==> config.mk <==
export PLATFORM = sky130hd
export DESIGN_NAME = fsapg_top
export DESIGN_NICKNAME = d
export VERILOG_FILES = /design/src/core/fsapg_pkg.sv /design/src/core/fsapg_top.sv /design/src/core/fsapg_guard.sv
export SDC_FILE = /design/constraint.sdc
export NUM_CORES = 1
export LEC_CHECK = 0
export BUFFER_PORTS_ARGS = -buffer_cell sky130_fd_sc_hd__buf_2
export CAP_MARGIN = 10
export CORE_MARGIN = 2
export CORE_UTILIZATION = 43
export DETAILED_ROUTE_END_ITERATION = 7
export HOLD_SLACK_MARGIN = 0.12
export MAX_ROUTING_LAYER = met4
export PLACE_DENSITY = 0.81
export SLEW_MARGIN = 20
export SYNTH_ARGS = -nofsm -noshare
export SYNTH_HDL_FRONTEND = slang
export SYNTH_HIERARCHICAL = 1
export SYNTH_SLANG_ARGS = --single-unit
==> constraint.sdc <==
create_clock -name clk -period 3.2 [get_ports clk]
set_input_delay 0.16 -clock clk [delete_from_list [all_inputs] [get_ports clk]]
set_output_delay 0.16 -clock clk [all_outputs]
set_load 0.02 [all_outputs]
==> src/core/fsapg_pkg.sv <==
// Shared constants and types for the flash self-program access guard
package fsapg_pkg;
   localparam int ADDR_W = 16;
   localparam int AV_ADDR_W = 4;
   localparam int DATA_W = 32;
   localparam int LOCK_W = 4;
   localparam int FUSE_W = 2;

   // Fixed split: everything at or above this word address stalls the core
   localparam logic [ADDR_W-1:0] STALL_REGION_START = 16'hf000;

   // Boot region start per fuse code; largest region first
   localparam logic [FUSE_W-1:0] BOOT_SIZE_4K = 2'h0;
   localparam logic [FUSE_W-1:0] BOOT_SIZE_2K = 2'h1;
   localparam logic [FUSE_W-1:0] BOOT_SIZE_1K = 2'h2;
   localparam logic [FUSE_W-1:0] BOOT_SIZE_512 = 2'h3;
   localparam logic [ADDR_W-1:0] BOOT_START_4K = 16'hf000;
   localparam logic [ADDR_W-1:0] BOOT_START_2K = 16'hf800;
   localparam logic [ADDR_W-1:0] BOOT_START_1K = 16'hfc00;
   localparam logic [ADDR_W-1:0] BOOT_START_512 = 16'hfe00;
   // Safest assumption until the fuses are captured
   localparam logic [FUSE_W-1:0] FUSE_RESET = 2'h0;

   // Lock bit positions; 1 = unprogrammed, 0 = programmed
   localparam int LOCK_APP_LO = 0;
   localparam int LOCK_APP_HI = 1;
   localparam int LOCK_BOOT_LO = 2;
   localparam int LOCK_BOOT_HI = 3;
   localparam logic [LOCK_W-1:0] LOCK_RESET = 4'hf;

   // Register byte offsets
   localparam logic [AV_ADDR_W-1:0] REG_CTRL = 4'h0;
   localparam logic [AV_ADDR_W-1:0] REG_LOCK = 4'h4;
   localparam logic [AV_ADDR_W-1:0] REG_STAT = 4'h8;

   // Field positions
   localparam int CTRL_SPE_BIT = 0;
   localparam int CTRL_RRE_BIT = 4;
   localparam int CTRL_BUSY_BIT = 6;
   localparam int STAT_STALL_BIT = 0;
   localparam int STAT_IRQB_BIT = 1;
   localparam int STAT_FUSE_LSB = 8;

   typedef enum logic [1:0] {OP_LOAD, OP_ERASE, OP_WRITE, OP_LOCKSET} fsapg_op_t;

   function automatic logic [ADDR_W-1:0] fsapg_boot_start(input logic [FUSE_W-1:0] size);
      logic [ADDR_W-1:0] start;
      start = BOOT_START_4K;
      unique case (size)
         BOOT_SIZE_4K: start = BOOT_START_4K;
         BOOT_SIZE_2K: start = BOOT_START_2K;
         BOOT_SIZE_1K: start = BOOT_START_1K;
         BOOT_SIZE_512: start = BOOT_START_512;
      endcase
      return start;
   endfunction
endpackage

==> src/core/fsapg_top.sv <==
// Flash self-program access guard: permission, stall and busy logic
`timescale 1ns/10ps
`default_nettype none
// Contract
// - Store-program from the application region is ignored.
// - Store-program from boot region may target any page, boot included.
// - Boot size fuses split application and boot; each has own locks.
// - A fixed boundary splits concurrent-read and stall regions.
// - Programming a concurrent-read page keeps the core running.
// - Programming a stall-region page halts the core for the whole cycle.
// - Concurrent-read region is blocked and busy flag set while programming a concurrent-read page.
// - Every boot size keeps the boot region inside the stall region.
// - Lock bits only program; chip erase alone returns them to one.
// - General memory lock never restricts core load or store operations.
// - App lower lock programmed refuses stores into application region.
// - App upper lock programmed refuses boot-executed loads of application.
// - App upper lock with boot vectors masks interrupts in application.
// - Boot lower lock programmed refuses stores into boot region.
// - Boot upper lock programmed refuses application-executed loads of boot.
// - Boot upper lock with application vectors masks interrupts in boot.
// - Both lock bits unprogrammed place no restriction on that region.
// - Busy flag clears on read-enable with store enable, or on buffer load.
module fsapg_top (
   input wire logic clk,
   input wire logic arst_n,
   input wire logic [fsapg_pkg::AV_ADDR_W-1:0] avs_address,
   input wire logic avs_read,
   input wire logic avs_write,
   input wire logic [fsapg_pkg::DATA_W-1:0] avs_writedata,
   input wire logic [3:0] avs_byteenable,
   output logic [fsapg_pkg::DATA_W-1:0] avs_readdata,
   output logic avs_waitrequest,
   input wire logic [fsapg_pkg::FUSE_W-1:0] boot_size_fuses,
   input wire logic chip_erase,
   input wire logic ext_lock_wr,
   input wire logic [fsapg_pkg::LOCK_W-1:0] ext_lock_data,
   input wire logic [fsapg_pkg::ADDR_W-1:0] core_pc,
   input wire logic ivec_in_boot,
   input wire logic spm_req,
   input wire fsapg_pkg::fsapg_op_t spm_op,
   input wire logic [fsapg_pkg::ADDR_W-1:0] spm_addr,
   input wire logic [fsapg_pkg::LOCK_W-1:0] spm_lock_data,
   input wire logic lpm_req,
   input wire logic [fsapg_pkg::ADDR_W-1:0] lpm_addr,
   input wire logic prog_done,
   output logic spm_accept,
   output logic spm_refused,
   output logic prog_start,
   output logic prog_erase,
   output logic [fsapg_pkg::ADDR_W-1:0] prog_page,
   output logic core_stall,
   output logic region_busy_flag,
   output logic lpm_grant,
   output logic lpm_deny,
   output logic irq_block
);
   typedef enum logic [1:0] {FSAPG_IDLE, FSAPG_PROG_RWW, FSAPG_PROG_STALL_REGION} fsapg_state_t;

   fsapg_state_t state_reg;
   fsapg_state_t state_next;
   logic wait_reg;
   logic [fsapg_pkg::DATA_W-1:0] readdata_reg;
   logic [fsapg_pkg::FUSE_W-1:0] fuse_reg;
   logic fuse_valid_reg;
   logic [fsapg_pkg::LOCK_W-1:0] lock_reg;
   logic [fsapg_pkg::LOCK_W-1:0] lock_next;
   logic busy_reg;
   logic busy_next;
   logic core_stall_reg;
   logic spm_accept_reg;
   logic spm_refused_reg;
   logic prog_start_reg;
   logic prog_erase_reg;
   logic [fsapg_pkg::ADDR_W-1:0] prog_page_reg;
   logic lpm_grant_reg;
   logic lpm_deny_reg;
   logic irq_block_reg;
   logic irq_block_next;

   // Region decode for the store and the load path
   logic spm_pc_in_boot;
   logic spm_tgt_boot;
   logic spm_tgt_rww;
   logic spm_store_ok;
   logic lpm_tgt_boot;
   logic lpm_tgt_rww;
   logic lpm_load_ok;

   fsapg_guard u_spm_guard (
      .boot_size(fuse_reg),
      .pc(core_pc),
      .target(spm_addr),
      .lock(lock_reg),
      .pc_in_boot(spm_pc_in_boot),
      .tgt_in_boot(spm_tgt_boot),
      .tgt_in_rww(spm_tgt_rww),
      .store_ok(spm_store_ok),
      .load_ok()
   );

   fsapg_guard u_lpm_guard (
      .boot_size(fuse_reg),
      .pc(core_pc),
      .target(lpm_addr),
      .lock(lock_reg),
      .pc_in_boot(),
      .tgt_in_boot(lpm_tgt_boot),
      .tgt_in_rww(lpm_tgt_rww),
      .store_ok(),
      .load_ok(lpm_load_ok)
   );

   // Bus decode; a write takes effect on the edge where waitrequest is sampled low
   wire logic bus_req = avs_read || avs_write;
   wire logic wr_fire = avs_write && !wait_reg && avs_byteenable[0];
   wire logic wr_ctrl = wr_fire && (avs_address == fsapg_pkg::REG_CTRL);
   wire logic wr_lock = wr_fire && (avs_address == fsapg_pkg::REG_LOCK);
   wire logic ctrl_spe = avs_writedata[fsapg_pkg::CTRL_SPE_BIT];
   wire logic ctrl_rre = avs_writedata[fsapg_pkg::CTRL_RRE_BIT];

   wire logic idle = (state_reg == FSAPG_IDLE);
   wire logic is_prog_op = (spm_op == fsapg_pkg::OP_ERASE) || (spm_op == fsapg_pkg::OP_WRITE);
   // Only boot code may store; flash page ops also need the target's lock
   wire logic spm_ok = idle && spm_pc_in_boot && (!is_prog_op || spm_store_ok);
   wire logic spm_go = spm_req && spm_ok;
   wire logic spm_bad = spm_req && !spm_ok;
   wire logic prog_go = spm_go && is_prog_op;
   wire logic load_go = spm_go && (spm_op == fsapg_pkg::OP_LOAD);
   wire logic lockset_go = spm_go && (spm_op == fsapg_pkg::OP_LOCKSET);

   // Read-enable only counts once the flash is no longer busy
   wire logic busy_clr = load_go || (wr_ctrl && ctrl_spe && ctrl_rre && idle);
   wire logic busy_set = prog_go && spm_tgt_rww;

   // Loads into a blocked concurrent-read region are refused
   wire logic lpm_ok = lpm_load_ok && !(busy_reg && lpm_tgt_rww);

   // Lock bits can only go from one to zero outside a chip erase
   wire logic [fsapg_pkg::LOCK_W-1:0] av_mask = wr_lock ? avs_writedata[fsapg_pkg::LOCK_W-1:0] : fsapg_pkg::LOCK_RESET;
   wire logic [fsapg_pkg::LOCK_W-1:0] ext_mask = ext_lock_wr ? ext_lock_data : fsapg_pkg::LOCK_RESET;
   wire logic [fsapg_pkg::LOCK_W-1:0] core_mask = lockset_go ? spm_lock_data : fsapg_pkg::LOCK_RESET;

   logic [fsapg_pkg::DATA_W-1:0] ctrl_rd;
   logic [fsapg_pkg::DATA_W-1:0] lock_rd;
   logic [fsapg_pkg::DATA_W-1:0] stat_rd;
   logic [fsapg_pkg::DATA_W-1:0] rd_mux;
   assign ctrl_rd = (fsapg_pkg::DATA_W'(!idle) << fsapg_pkg::CTRL_SPE_BIT)
                  | (fsapg_pkg::DATA_W'(busy_reg) << fsapg_pkg::CTRL_BUSY_BIT);
   assign lock_rd = fsapg_pkg::DATA_W'(lock_reg);
   assign stat_rd = (fsapg_pkg::DATA_W'(core_stall_reg) << fsapg_pkg::STAT_STALL_BIT)
                  | (fsapg_pkg::DATA_W'(irq_block_reg) << fsapg_pkg::STAT_IRQB_BIT)
                  | (fsapg_pkg::DATA_W'(fuse_reg) << fsapg_pkg::STAT_FUSE_LSB);
   // Unmapped offsets read as zero
   assign rd_mux = (avs_address == fsapg_pkg::REG_CTRL) ? ctrl_rd :
                   (avs_address == fsapg_pkg::REG_LOCK) ? lock_rd :
                   (avs_address == fsapg_pkg::REG_STAT) ? stat_rd : '0;

   assign lock_next = chip_erase ? fsapg_pkg::LOCK_RESET : (lock_reg & av_mask & ext_mask & core_mask);
   assign busy_next = busy_set || (busy_reg && !busy_clr);
   // Interrupts would vector into a region that may not read the running code
   assign irq_block_next = (!lock_reg[fsapg_pkg::LOCK_APP_HI] && ivec_in_boot && !spm_pc_in_boot)
                        || (!lock_reg[fsapg_pkg::LOCK_BOOT_HI] && !ivec_in_boot && spm_pc_in_boot);

   always_comb begin
      state_next = state_reg;
      unique case (state_reg)
         FSAPG_IDLE: begin
            if (prog_go) begin
               state_next = spm_tgt_rww ? FSAPG_PROG_RWW : FSAPG_PROG_STALL_REGION;
            end
         end
         FSAPG_PROG_RWW,
         FSAPG_PROG_STALL_REGION: begin
            if (prog_done) begin
               state_next = FSAPG_IDLE;
            end
         end
         default: begin
            state_next = FSAPG_IDLE;
         end
      endcase
   end

   // Bus slave: one wait cycle, then answer
   always_ff @(posedge clk or negedge arst_n) begin
      if (!arst_n) begin
         wait_reg <= 1'b1;
         readdata_reg <= '0;
      end else begin
         wait_reg <= !(bus_req && wait_reg);
         if (avs_read && wait_reg) begin
            readdata_reg <= rd_mux;
         end
      end
   end

   // Fuses are static; capture once after reset release
   always_ff @(posedge clk or negedge arst_n) begin
      if (!arst_n) begin
         fuse_reg <= fsapg_pkg::FUSE_RESET;
         fuse_valid_reg <= 1'b0;
      end else if (!fuse_valid_reg) begin
         fuse_reg <= boot_size_fuses;
         fuse_valid_reg <= 1'b1;
      end
   end

   always_ff @(posedge clk or negedge arst_n) begin
      if (!arst_n) begin
         state_reg <= FSAPG_IDLE;
         lock_reg <= fsapg_pkg::LOCK_RESET;
         busy_reg <= 1'b0;
         core_stall_reg <= 1'b0;
         irq_block_reg <= 1'b0;
      end else begin
         state_reg <= state_next;
         lock_reg <= lock_next;
         busy_reg <= busy_next;
         core_stall_reg <= (state_next == FSAPG_PROG_STALL_REGION);
         irq_block_reg <= irq_block_next;
      end
   end

   always_ff @(posedge clk or negedge arst_n) begin
      if (!arst_n) begin
         spm_accept_reg <= 1'b0;
         spm_refused_reg <= 1'b0;
         prog_start_reg <= 1'b0;
         prog_erase_reg <= 1'b0;
         prog_page_reg <= '0;
         lpm_grant_reg <= 1'b0;
         lpm_deny_reg <= 1'b0;
      end else begin
         spm_accept_reg <= spm_go;
         spm_refused_reg <= spm_bad;
         prog_start_reg <= prog_go;
         if (prog_go) begin
            prog_erase_reg <= (spm_op == fsapg_pkg::OP_ERASE);
            prog_page_reg <= spm_addr;
         end
         lpm_grant_reg <= lpm_req && lpm_ok;
         lpm_deny_reg <= lpm_req && !lpm_ok;
      end
   end

   assign avs_waitrequest = wait_reg;
   assign avs_readdata = readdata_reg;
   assign spm_accept = spm_accept_reg;
   assign spm_refused = spm_refused_reg;
   assign prog_start = prog_start_reg;
   assign prog_erase = prog_erase_reg;
   assign prog_page = prog_page_reg;
   assign core_stall = core_stall_reg;
   assign region_busy_flag = busy_reg;
   assign lpm_grant = lpm_grant_reg;
   assign lpm_deny = lpm_deny_reg;
   assign irq_block = irq_block_reg;
endmodule
`default_nettype wire

==> src/core/fsapg_guard.sv <==
// Region decode and lock-bit permission check for one flash access
`timescale 1ns/10ps
`default_nettype none
module fsapg_guard (
   input wire logic [fsapg_pkg::FUSE_W-1:0] boot_size,
   input wire logic [fsapg_pkg::ADDR_W-1:0] pc,
   input wire logic [fsapg_pkg::ADDR_W-1:0] target,
   input wire logic [fsapg_pkg::LOCK_W-1:0] lock,
   output logic pc_in_boot,
   output logic tgt_in_boot,
   output logic tgt_in_rww,
   output logic store_ok,
   output logic load_ok
);
   function automatic logic in_boot(input logic [fsapg_pkg::ADDR_W-1:0] a,
                                    input logic [fsapg_pkg::FUSE_W-1:0] s);
      return a >= fsapg_pkg::fsapg_boot_start(s);
   endfunction

   assign pc_in_boot = in_boot(pc, boot_size);
   assign tgt_in_boot = in_boot(target, boot_size);
   assign tgt_in_rww = target < fsapg_pkg::STALL_REGION_START;

   // The general memory lock has no input here: it never gates core accesses
   assign store_ok = pc_in_boot && (tgt_in_boot ? lock[fsapg_pkg::LOCK_BOOT_LO]
                                                : lock[fsapg_pkg::LOCK_APP_LO]);
   // Same-region reads are never restricted by the lock bits
   assign load_ok = (pc_in_boot && !tgt_in_boot) ? lock[fsapg_pkg::LOCK_APP_HI] :
                    (!pc_in_boot && tgt_in_boot) ? lock[fsapg_pkg::LOCK_BOOT_HI] :
                    1'b1;
endmodule
`default_nettype wire

Word-level counts from Yosys, hierarchy flattened
Cells that the tools add are included.

Flip-flop bits (word level): 67. Output and inout bits: 58. Logic and storage cells: 106. Input bits: 110.

Mux-type cells: 15. Bitwise logic cells: 6. Equal/unequal tests: 11. Reduce and logical (&&, ||, !) cells: 53. Order comparisons: 5.

Operators with widths (count): $pmux 16 s4 (1); $ge 16x16->1 (3); $lt 16x16->1 const B (2); $mux 10 (3); $logic_and 1x1->1 (29); $mux 4 (4); $logic_not 1->1 (13); $and 4x4->4 (3); $eq 2x2->1 const B (6); $or 2x10->10 (1); $or 1x7->7 (1); $eq 2x1->1 const B (3); $logic_not 2->1 (3); $logic_or 1x1->1 (6); $mux 2 (3); $eq 4x3->1 const B (1); $eq 4x4->1 const B (1); $logic_not 4->1 (1); $pmux 2 s2 (1); $mux 1 (3); $or 1x2->2 (1); $reduce_or 2->1 (1).

Logic depth before layout (Yosys ltp)
Gate-level depths: netlist of the first run.

Word-level depth: 13. Mapped depth: 13. Gate-level depth less buffers: 11.

Modules after synthesis
Netlist of the first run, hierarchy kept.

Modules (own cells, without submodules): fsapg_top (seq. area each 1057.3 µm², times used 1, area an instance 1978.1 µm², cells each 207); fsapg_guard (seq. area each 0.0 µm², times used 2, area an instance 315.3 µm², cells each 37).

Worst setup path after synthesis of the first run
No wires, ideal clock.

Path type: reg-to-reg. Start: reg fuse_reg[1] (netlist bit). End: reg prog_erase_reg, in the netlist prog_erase. Library setup time: 0.065 ns. Data required time: 3.135 ns. Slack: 0.662 ns. Clock period less this slack: 2.538 ns. Buffers on the path: 2. Arrival: 2.473 ns. Stages on the path, launching flop included: 14. Cells stage by stage: dfrtp_1 > and2_1 > ha_1 > nor4bb_1 > and4b_1 > o21ai_0 > a21boi_2 > and4_1 > nand2_1 > inv_1 > buf_4 > buf_2 > nand2_1 > nand2_1.

Word-level cells in the longest chain between the ends: 9. Elaborated cells on any way between the ends: 14. Classes of those cells: order compare (2); eq/ne (3); mux (2); reduce/logical (7).

RTL lines: start, declared (line fsapg_top.sv:63) `logic [fsapg_pkg::FUSE_W-1:0] fuse_reg;`; start signal, assigned (line fsapg_top.sv:200) `fuse_reg <= fsapg_pkg::FUSE_RESET;`; start signal, assigned (line fsapg_top.sv:203) `fuse_reg <= boot_size_fuses;`; $eq 2x2->1, or another cell as far along (line fsapg_pkg.sv:49) `unique case (size)`; $pmux 16 s4 (*) (line fsapg_pkg.sv:49); $ge 16x16->1 (line fsapg_guard.sv:17) `return a >= fsapg_pkg::fsapg_boot_start(s);`; $mux 1 (line fsapg_guard.sv:25) `assign store_ok = pc_in_boot && (tgt_in_boot ? lock[fsapg_pkg::LOCK_BOOT_LO]`; $logic_and 1x1->1 (*) (line fsapg_guard.sv:25); via spm_store_ok (line fsapg_top.sv:84) `logic spm_store_ok;`; $logic_or 1x1->1 (*) (line fsapg_top.sv:124) `wire logic spm_ok = idle && spm_pc_in_boot && (!is_prog_op || spm_store_ok);`; $logic_and 1x1->1 (*) (line fsapg_top.sv:124); $logic_and 1x1->1 (*) (line fsapg_top.sv:125) `wire logic spm_go = spm_req && spm_ok;`; $logic_and 1x1->1 (*) (line fsapg_top.sv:127) `wire logic prog_go = spm_go && is_prog_op;`; via prog_go (line fsapg_top.sv:127); end signal, assigned (line fsapg_top.sv:238) `prog_erase_reg <= (spm_op == fsapg_pkg::OP_ERASE);`; end, declared (line fsapg_top.sv:73) `logic prog_erase_reg;`.

Mark *: on every way through the listed nets, which the timed path passes. The rest lies on a longest branch. The select of a mux whose other input is x is not followed. A chain may end at the register's enable or synchronous reset.

Worst setup path in the final report of the first run
Start: reg fuse_reg[1] (netlist bit). End: reg busy_reg, in the netlist region_busy_flag.

Word-level cells in the longest chain between the ends: 13. Elaborated cells on any way between the ends: 20. Classes of those cells: order compare (2); eq/ne (3); mux (2); reduce/logical (13).

RTL lines: $eq 2x2->1, or another cell as far along (line fsapg_pkg.sv:49); $pmux 16 s4 (*) (line fsapg_pkg.sv:49); $ge 16x16->1 (line fsapg_guard.sv:17); $mux 1 (line fsapg_guard.sv:25); $logic_and 1x1->1 (*) (line fsapg_guard.sv:25); via spm_store_ok (line fsapg_top.sv:84); $logic_or 1x1->1 (*) (line fsapg_top.sv:124); $logic_and 1x1->1 (*) (line fsapg_top.sv:124); $logic_and 1x1->1 (*) (line fsapg_top.sv:125); $logic_and 1x1->1 (line fsapg_top.sv:128) `wire logic load_go = spm_go && (spm_op == fsapg_pkg::OP_LOAD);`; $logic_or 1x1->1 (line fsapg_top.sv:132) `wire logic busy_clr = load_go || (wr_ctrl && ctrl_spe && ctrl_rre && idle);`; $logic_not 1->1 (line fsapg_top.sv:159) `assign busy_next = busy_set || (busy_reg && !busy_clr);`; $logic_and 1x1->1 (line fsapg_top.sv:159); $logic_or 1x1->1 (*) (line fsapg_top.sv:159); via busy_next (line fsapg_top.sv:68) `logic busy_next;`; end signal, assigned (line fsapg_top.sv:218) `busy_reg <= busy_next;`; end, declared (line fsapg_top.sv:67) `logic busy_reg;`.

Marked as above.

==> results of run 1 <==
repair_timing:
action / 4_1_cts / 5_1_grt
endpoints found under the hold margin: 57 / 1
endpoints found under the setup margin: 0 / 0
hold buffers: 22 / 1
layer usage:
metal | track usage (%) | wire length, um | up-vias
met5 | - | 0 | -
met4 | 4.75 | 40 | 0
met2 | 37.0 | 3310 | 85
met1 | 22.9 | 2690 | 1110
met3 | 4.00 | 344 | 6
li1 | - | - | 1168
stage by stage:
| stage | setup slack (ps) | utilization, % | instance area (um^2) |
|---|---|---|---|
| 6_report | 441 | 58.7 | 3440 |
| 5_1_grt | 225 | 58.7 | 3440 |
| 4_1_cts | 432 | 58.6 | 3430 |
| 3_5_place_dp | 468 | 53.2 | 3110 |
| 3_3_place_gp | 510 | 53.2 | 3110 |
| 2_1_floorplan | 694 | - | 2650 |
layout by cell type (no fill, tap or decap), drive strengths merged, types with 3 or more instances in the layout:
cell,count
a22o,3
o221ai,4
nand3,5
and2,3
nor2,7
inv,18
o21ai,11
clkbuf,6
nor4,4
dlygate4sd3,23
conb,26
ha,17
nor3,6
nand4,4
a21oi,6
buf,114
nor4b,9
dfstp,5
o21bai,4
nand2,69
dfrtp,37
power by group through the flow:
stage	Clock [uW]	Combinational (uW)	Sequential, uW
2_1_floorplan	0	134	583
3_3_place_gp	0	215	574
3_5_place_dp	0	223	575
4_1_cts	364	246	565
5_1_grt	389	273	567
6_report	349	246	565
worst reg2reg max path: stages, from the launching register on:
cell	delay (ps)
dfrtp_1	460
and2_1	210
ha_1	270
nor4bb_1	320
and4b_1	240
o21ai_0	100
a21boi_2	150
and4_1	240
nand2_1	100
inv_1	170
buf_4	240
nand2_1	90
o21ai_0	90
final timing paths:
kind	depth (start not counted)	startpoint	to
max in group asynchronous	2	arst_n	prog_page[10]$_DFFE_PN0N_
min in group asynchronous	2	arst_n	avs_readdata[0]$_DFFE_PN0P_
min reg2reg	2	prog_page[4]$_DFFE_PN0N_	prog_page[4]$_DFFE_PN0N_
max	12	fuse_reg[1]$_DFFE_PN0N_	region_busy_flag$_DFF_PN0_
min	2	ivec_in_boot	irq_block$_DFF_PN0_
max reg2reg	12	fuse_reg[1]$_DFFE_PN0N_	region_busy_flag$_DFF_PN0_
final cells by class:
cell class                 count  share of cell area [%]
sequential                    42                    30.8
tap                           75                    2.73
inverter                      18                    1.97
clock inverter                 2                   0.364
clock buffer                   6                    2.40
multi-input combinational    208                    38.3
timing repair buffer         137                    23.4
==> flow_metrics.tcl, run 1 <==
set metrics [dict create \
    outcome "finished clean" \
    grt_max_degree 43 \
    fill_cells 508 \
    post-route-period-util_pct 86.2 \
    worst_pin_slew_ps 904 \
    p_int_uw 835 \
    grt_overflow 0 \
    grt_antenna_before_repair 0 \
    crit_fanout 15 \
    worstPathArrival_ps 2970 \
    ir_worst_vdd_v 0.000184 \
    multiInputGateArea_mm2 0.00132 \
    ff2ff_setup_slack_ps 440 \
    ioPinCount 168 \
    drt_iter0_drc 83 \
    synth_area_per_cell_um2 9.38 \
    slowest_stage "dfrtp_1" \
    hold_viol 0 \
    leakage_uw 0.00186 \
    crit_type "flop to flop" \
    ant_nets 0 \
    syn_to_final_growth_pct 34.3 \
    fin_cells 488 \
    cp.required_ps 3410 \
    clock_latency_ps 290 \
    max_freq_mhz 362 \
    grt.total_usage_pct 20.3 \
    cp-end-kind "flop" \
    rsz0062_at_grt "false" \
    num_rows 28 \
    slowest_delay_ps 460 \
    max-cap-violations 0 \
    start_util_pct 43.8 \
    drc_errors 0 \
    die_area_mm2 0.00659 \
    p_sw_uw 326 \
    clkTransAtPathRegs_ps 80 \
    cts_buffer_depth 2 \
    hold_slack_ps 131 \
    dpl.cell_count 457 \
    grt_pass1_vias 2293 \
    clkPwrFrac_pct 30.1 \
    num_antenna_cells 0 \
    slew_headroom_pct 39.7 \
    holdCritPathClass "primary input to flop" \
    seq_power_share_pct 48.7 \
    clock-root-buffer "clkbuf_8" \
    yosys_warnings 6 \
    p_per_area_mw_per_mm2 338 \
    skew_ps 10.0 \
    slew_violations 0 \
    tns_ps 0 \
    syn_inst 273 \
    nets 539 \
    combPwrFrac_pct 21.2 \
    critPathTopFamily "simple AND/OR/NAND/NOR gates" \
    avgViaCountPerCell 4.85 \
    layout-drive-gt1-share_pct 34.4 \
    wl_per_cell_um 13.1 \
    htree_levels 2 \
    cp.buffers_inverters 2 \
    tritoncts "done" \
    cp_cell_sequence "and2_1 -> ha_1 -> nor4bb_1 -> and4b_1 -> o21ai_0 -> a21boi_2 -> and4_1 -> nand2_1 -> inv_1 -> buf_4 -> nand2_1 -> o21ai_0" \
    drt_wl_total_um 6390 \
    period_minus_slack_ps 2760 \
    vias 2369 \
    cts_buffers 5 \
    die_h_um 81.2 \
    gp_congestion 0.776 \
    start_kind "flop" \
    clkSinkCount 42 \
    sw_frac_of_total_pct 28.1 \
    final-seq-area_mm2 0.00106 \
    place.detailed.hpwl_um 4860 \
    portBuffers 112 \
    syn-cell-area_mm2 0.00256 \
    cts_resized 0 \
    grt_pass1_wl_um 10000 \
    core_mm2 0.00585 \
    largest_register_ffs 16 \
    dr.pass1.iters 4 \
    setup_viol 0 \
    total_power_uw 1160 \
    postCtsSetupRepairBufs 0 \
    die_x_um 81.2 \
]
No activity file was read; power rests on OpenSTA's default activity.
==> inputs of run 2 (changes only) <==
--- a/config.mk
+++ b/config.mk
@@ -8,11 +8,11 @@
 export BUFFER_PORTS_ARGS = -buffer_cell sky130_fd_sc_hd__buf_2
 export CAP_MARGIN = 10
 export CORE_MARGIN = 2
-export CORE_UTILIZATION = 43
+export CORE_UTILIZATION = 25
+export CTS_BUF_LIST = sky130_fd_sc_hd__clkbuf_16
 export DETAILED_ROUTE_END_ITERATION = 7
 export HOLD_SLACK_MARGIN = 0.12
 export MAX_ROUTING_LAYER = met4
-export PLACE_DENSITY = 0.81
 export SLEW_MARGIN = 20
 export SYNTH_ARGS = -nofsm -noshare
 export SYNTH_HDL_FRONTEND = slang
==> constraint.sdc (replaced) <==
create_clock -name clk -period 3.2 [get_ports clk]
set_input_delay 0.16 -clock clk [delete_from_list [all_inputs] [get_ports clk]]
set_output_delay 0.16 -clock clk [all_outputs]
set_load 0.01 [all_outputs]
==> run 2 against run 1 <==
Net effect:
- flip-flop and latch count stayed put
- non-clock buffer count down 1
- total power rose by 18%
- combinational power decreased by 8.5%
- register-to-register slack about the same
- die area rose by 68%
==> flow_metrics.tcl, run 2 (synthesis gave the netlist of run 1 again) <==
set metrics [dict create \
    grt_pass1_wl_um 11300 \
    leakage_uw 0.00189 \
    wl_per_cell_um 12.6 \
    clkTransAtPathRegs_ps 60 \
    tns_ps 0 \
    portBuffers 112 \
    worstRegToRegCells 11 \
    start_util_pct 26.0 \
    fill_cells 985 \
    grt_antenna_before_repair 0 \
    syn_to_final_growth_pct 39.6 \
    ff2ff_setup_slack_ps 440 \
    post-route-period-util_pct 86.1 \
    clkSinkCount 42 \
    period_minus_slack_ps 2760 \
    skew_ps 4.38 \
    cp.buffers_inverters 1 \
    grt_max_degree 43 \
    cts_buffer_depth 2 \
    die_x_um 105 \
    cp_cell_sequence "and2_1 -> ha_1 -> nor4b_2 -> nand3_1 -> a31oi_4 -> a21boi_2 -> and4_1 -> nand2_1 -> buf_4 -> a2bb2oi_1 -> nor3b_1" \
    clock_latency_ps 280 \
    avgViaCountPerCell 4.28 \
    worstPathArrival_ps 2950 \
    p_per_area_mw_per_mm2 383 \
    postCtsSetupRepairBufs 0 \
    place_area_mm2 0.00318 \
    core_mm2 0.00986 \
    drt_wl_total_um 6870 \
    start_kind "flop" \
    slew_headroom_pct 36.4 \
    slowest_delay_ps 450 \
    grt_pass1_vias 2350 \
    place.detailed.hpwl_um 5450 \
    die_h_um 105 \
    cts_buffers 5 \
    clock-root-buffer "clkbuf_16" \
    crit_type "flop to flop" \
    gp_congestion 0.779 \
    num_antenna_cells 0 \
    min_from "spm_req" \
    ant_nets 0 \
    layout-drive-gt1-share_pct 34.5 \
    tritoncts "done" \
    wl_met1_um 3120 \
    crit_start "fuse_reg[0]$_DFFE_PN0N_" \
    mostFrequentLayoutCells "buf_2 (112), nand2_1 (69), dfrtp_1 (37), conb_1 (26), dlygate4sd3_1 (22)" \
    layout_commonest_cell "buf_2" \
    htree_levels 2 \
    setup_viol 0 \
    largest_register_ffs 16 \
    outcome "finished clean" \
    routed-wl-met3_um 433 \
    drc_errors 0 \
    nets 538 \
    max-cap-violations 0 \
    grt.total_usage_pct 13.2 \
    slew_violations 0 \
    cts_resized 0 \
    ir_worst_vdd_v 0.000202 \
    max_freq_mhz 363 \
    hold_viol 0 \
    num_rows 36 \
    cp.required_ps 3390 \
    rsz0062_at_grt "false" \
    holdCritPathClass "primary input to flop" \
    worst_pin_slew_ps 954 \
    worst_hold_path.endpoint "spm_accept$_DFF_PN0_" \
    critPathTopFamily "simple AND/OR/NAND/NOR gates" \
    wl_met2_um 3320 \
    topRoutingLayerUsed "met3" \
    cts_hold_buf 22 \
    slowest_stage "dfrtp_1" \
    cp-end-kind "flop" \
    holdPathStages 3 \
    fin_area_mm2 0.00357 \
    die_area_mm2 0.0111 \
    vias 2332 \
    ioPinCount 168 \
    drt_iter0_drc 64 \
    timing.rr.end "core_stall$_DFF_PN0_" \
    grt_overflow 0 \
    dr.pass1.iters 4 \
    reg2reg_from "fuse_reg[0]$_DFFE_PN0N_" \
    crit_fanout 18 \
]
## run 2: cell types whose count changed in the layout (fill, tap and decap cells not counted)
cell           delta
bufinv_16         +1
clkbuf_16         +5
clkbuf_8          -6
clkinvlp_4        -1
dlygate4sd3_1     -1
inv_6             +1
## run 2: worst max-delay path by stage
stage,to,slack [ps],cells after the start
floorplan,prog_erase$_DFFE_PN0N_,690,13
detailed placement,core_stall$_DFF_PN0_,440,11
finish,core_stall$_DFF_PN0_,440,11
global placement,core_stall$_DFF_PN0_,440,11
global route,core_stall$_DFF_PN0_,240,11
CTS,core_stall$_DFF_PN0_,400,11
## run 2: area by class of cell
| class | count | area [um^2] | area share, % |
|---|---|---|---|
| Multi-Input combinational cell | 208 | 1320 | 36.9 |
| Sequential cell | 42 | 1060 | 29.6 |
| Timing Repair Buffer | 136 | 796 | 22.3 |
| Tap cell | 133 | 166 | 4.66 |
| Clock buffer | 5 | 125 | 3.50 |
| Inverter | 18 | 67.6 | 1.89 |
| Clock inverter | 3 | 43.8 | 1.23 |
## run 2: through the flow
step / total power, uW / std cells / worst slack, ps / utilization, % / hold WS (ps)
finish: 1370 / 545 / 444 / 36.2 / 128
global route: 1450 / 545 / 239 / 36.2 / 132
CTS: 1390 / 545 / 405 / 36.2 / 121
detailed placement: 782 / 515 / 444 / 32.3 / 357
global placement: 776 / 515 / 436 / 32.3 / 333
floorplan: 696 / 297 / 694 / - / -136
## run 2: per-layer routing
layer | global-route usage (%) | vias up
met4 | 2.29 | 0
met3 | 2.87 | 0
met5 | - | -
li1 | - | 1175
met1 | 16.3 | 1071
met2 | 22.5 | 86
## run 2: tightest hold or removal path, stage by stage
cell and delay [ps]:
buf_2 130, inv_1 50, nor2_1 30
## run 2: where the power goes
group / internal [uW] / total (uW) / switching [uW]
logic: 110 / 225 / 115
clock network: 369 / 576 / 207
registers: 551 / 567 / 16.0
total: 1030 / 1370 / 338
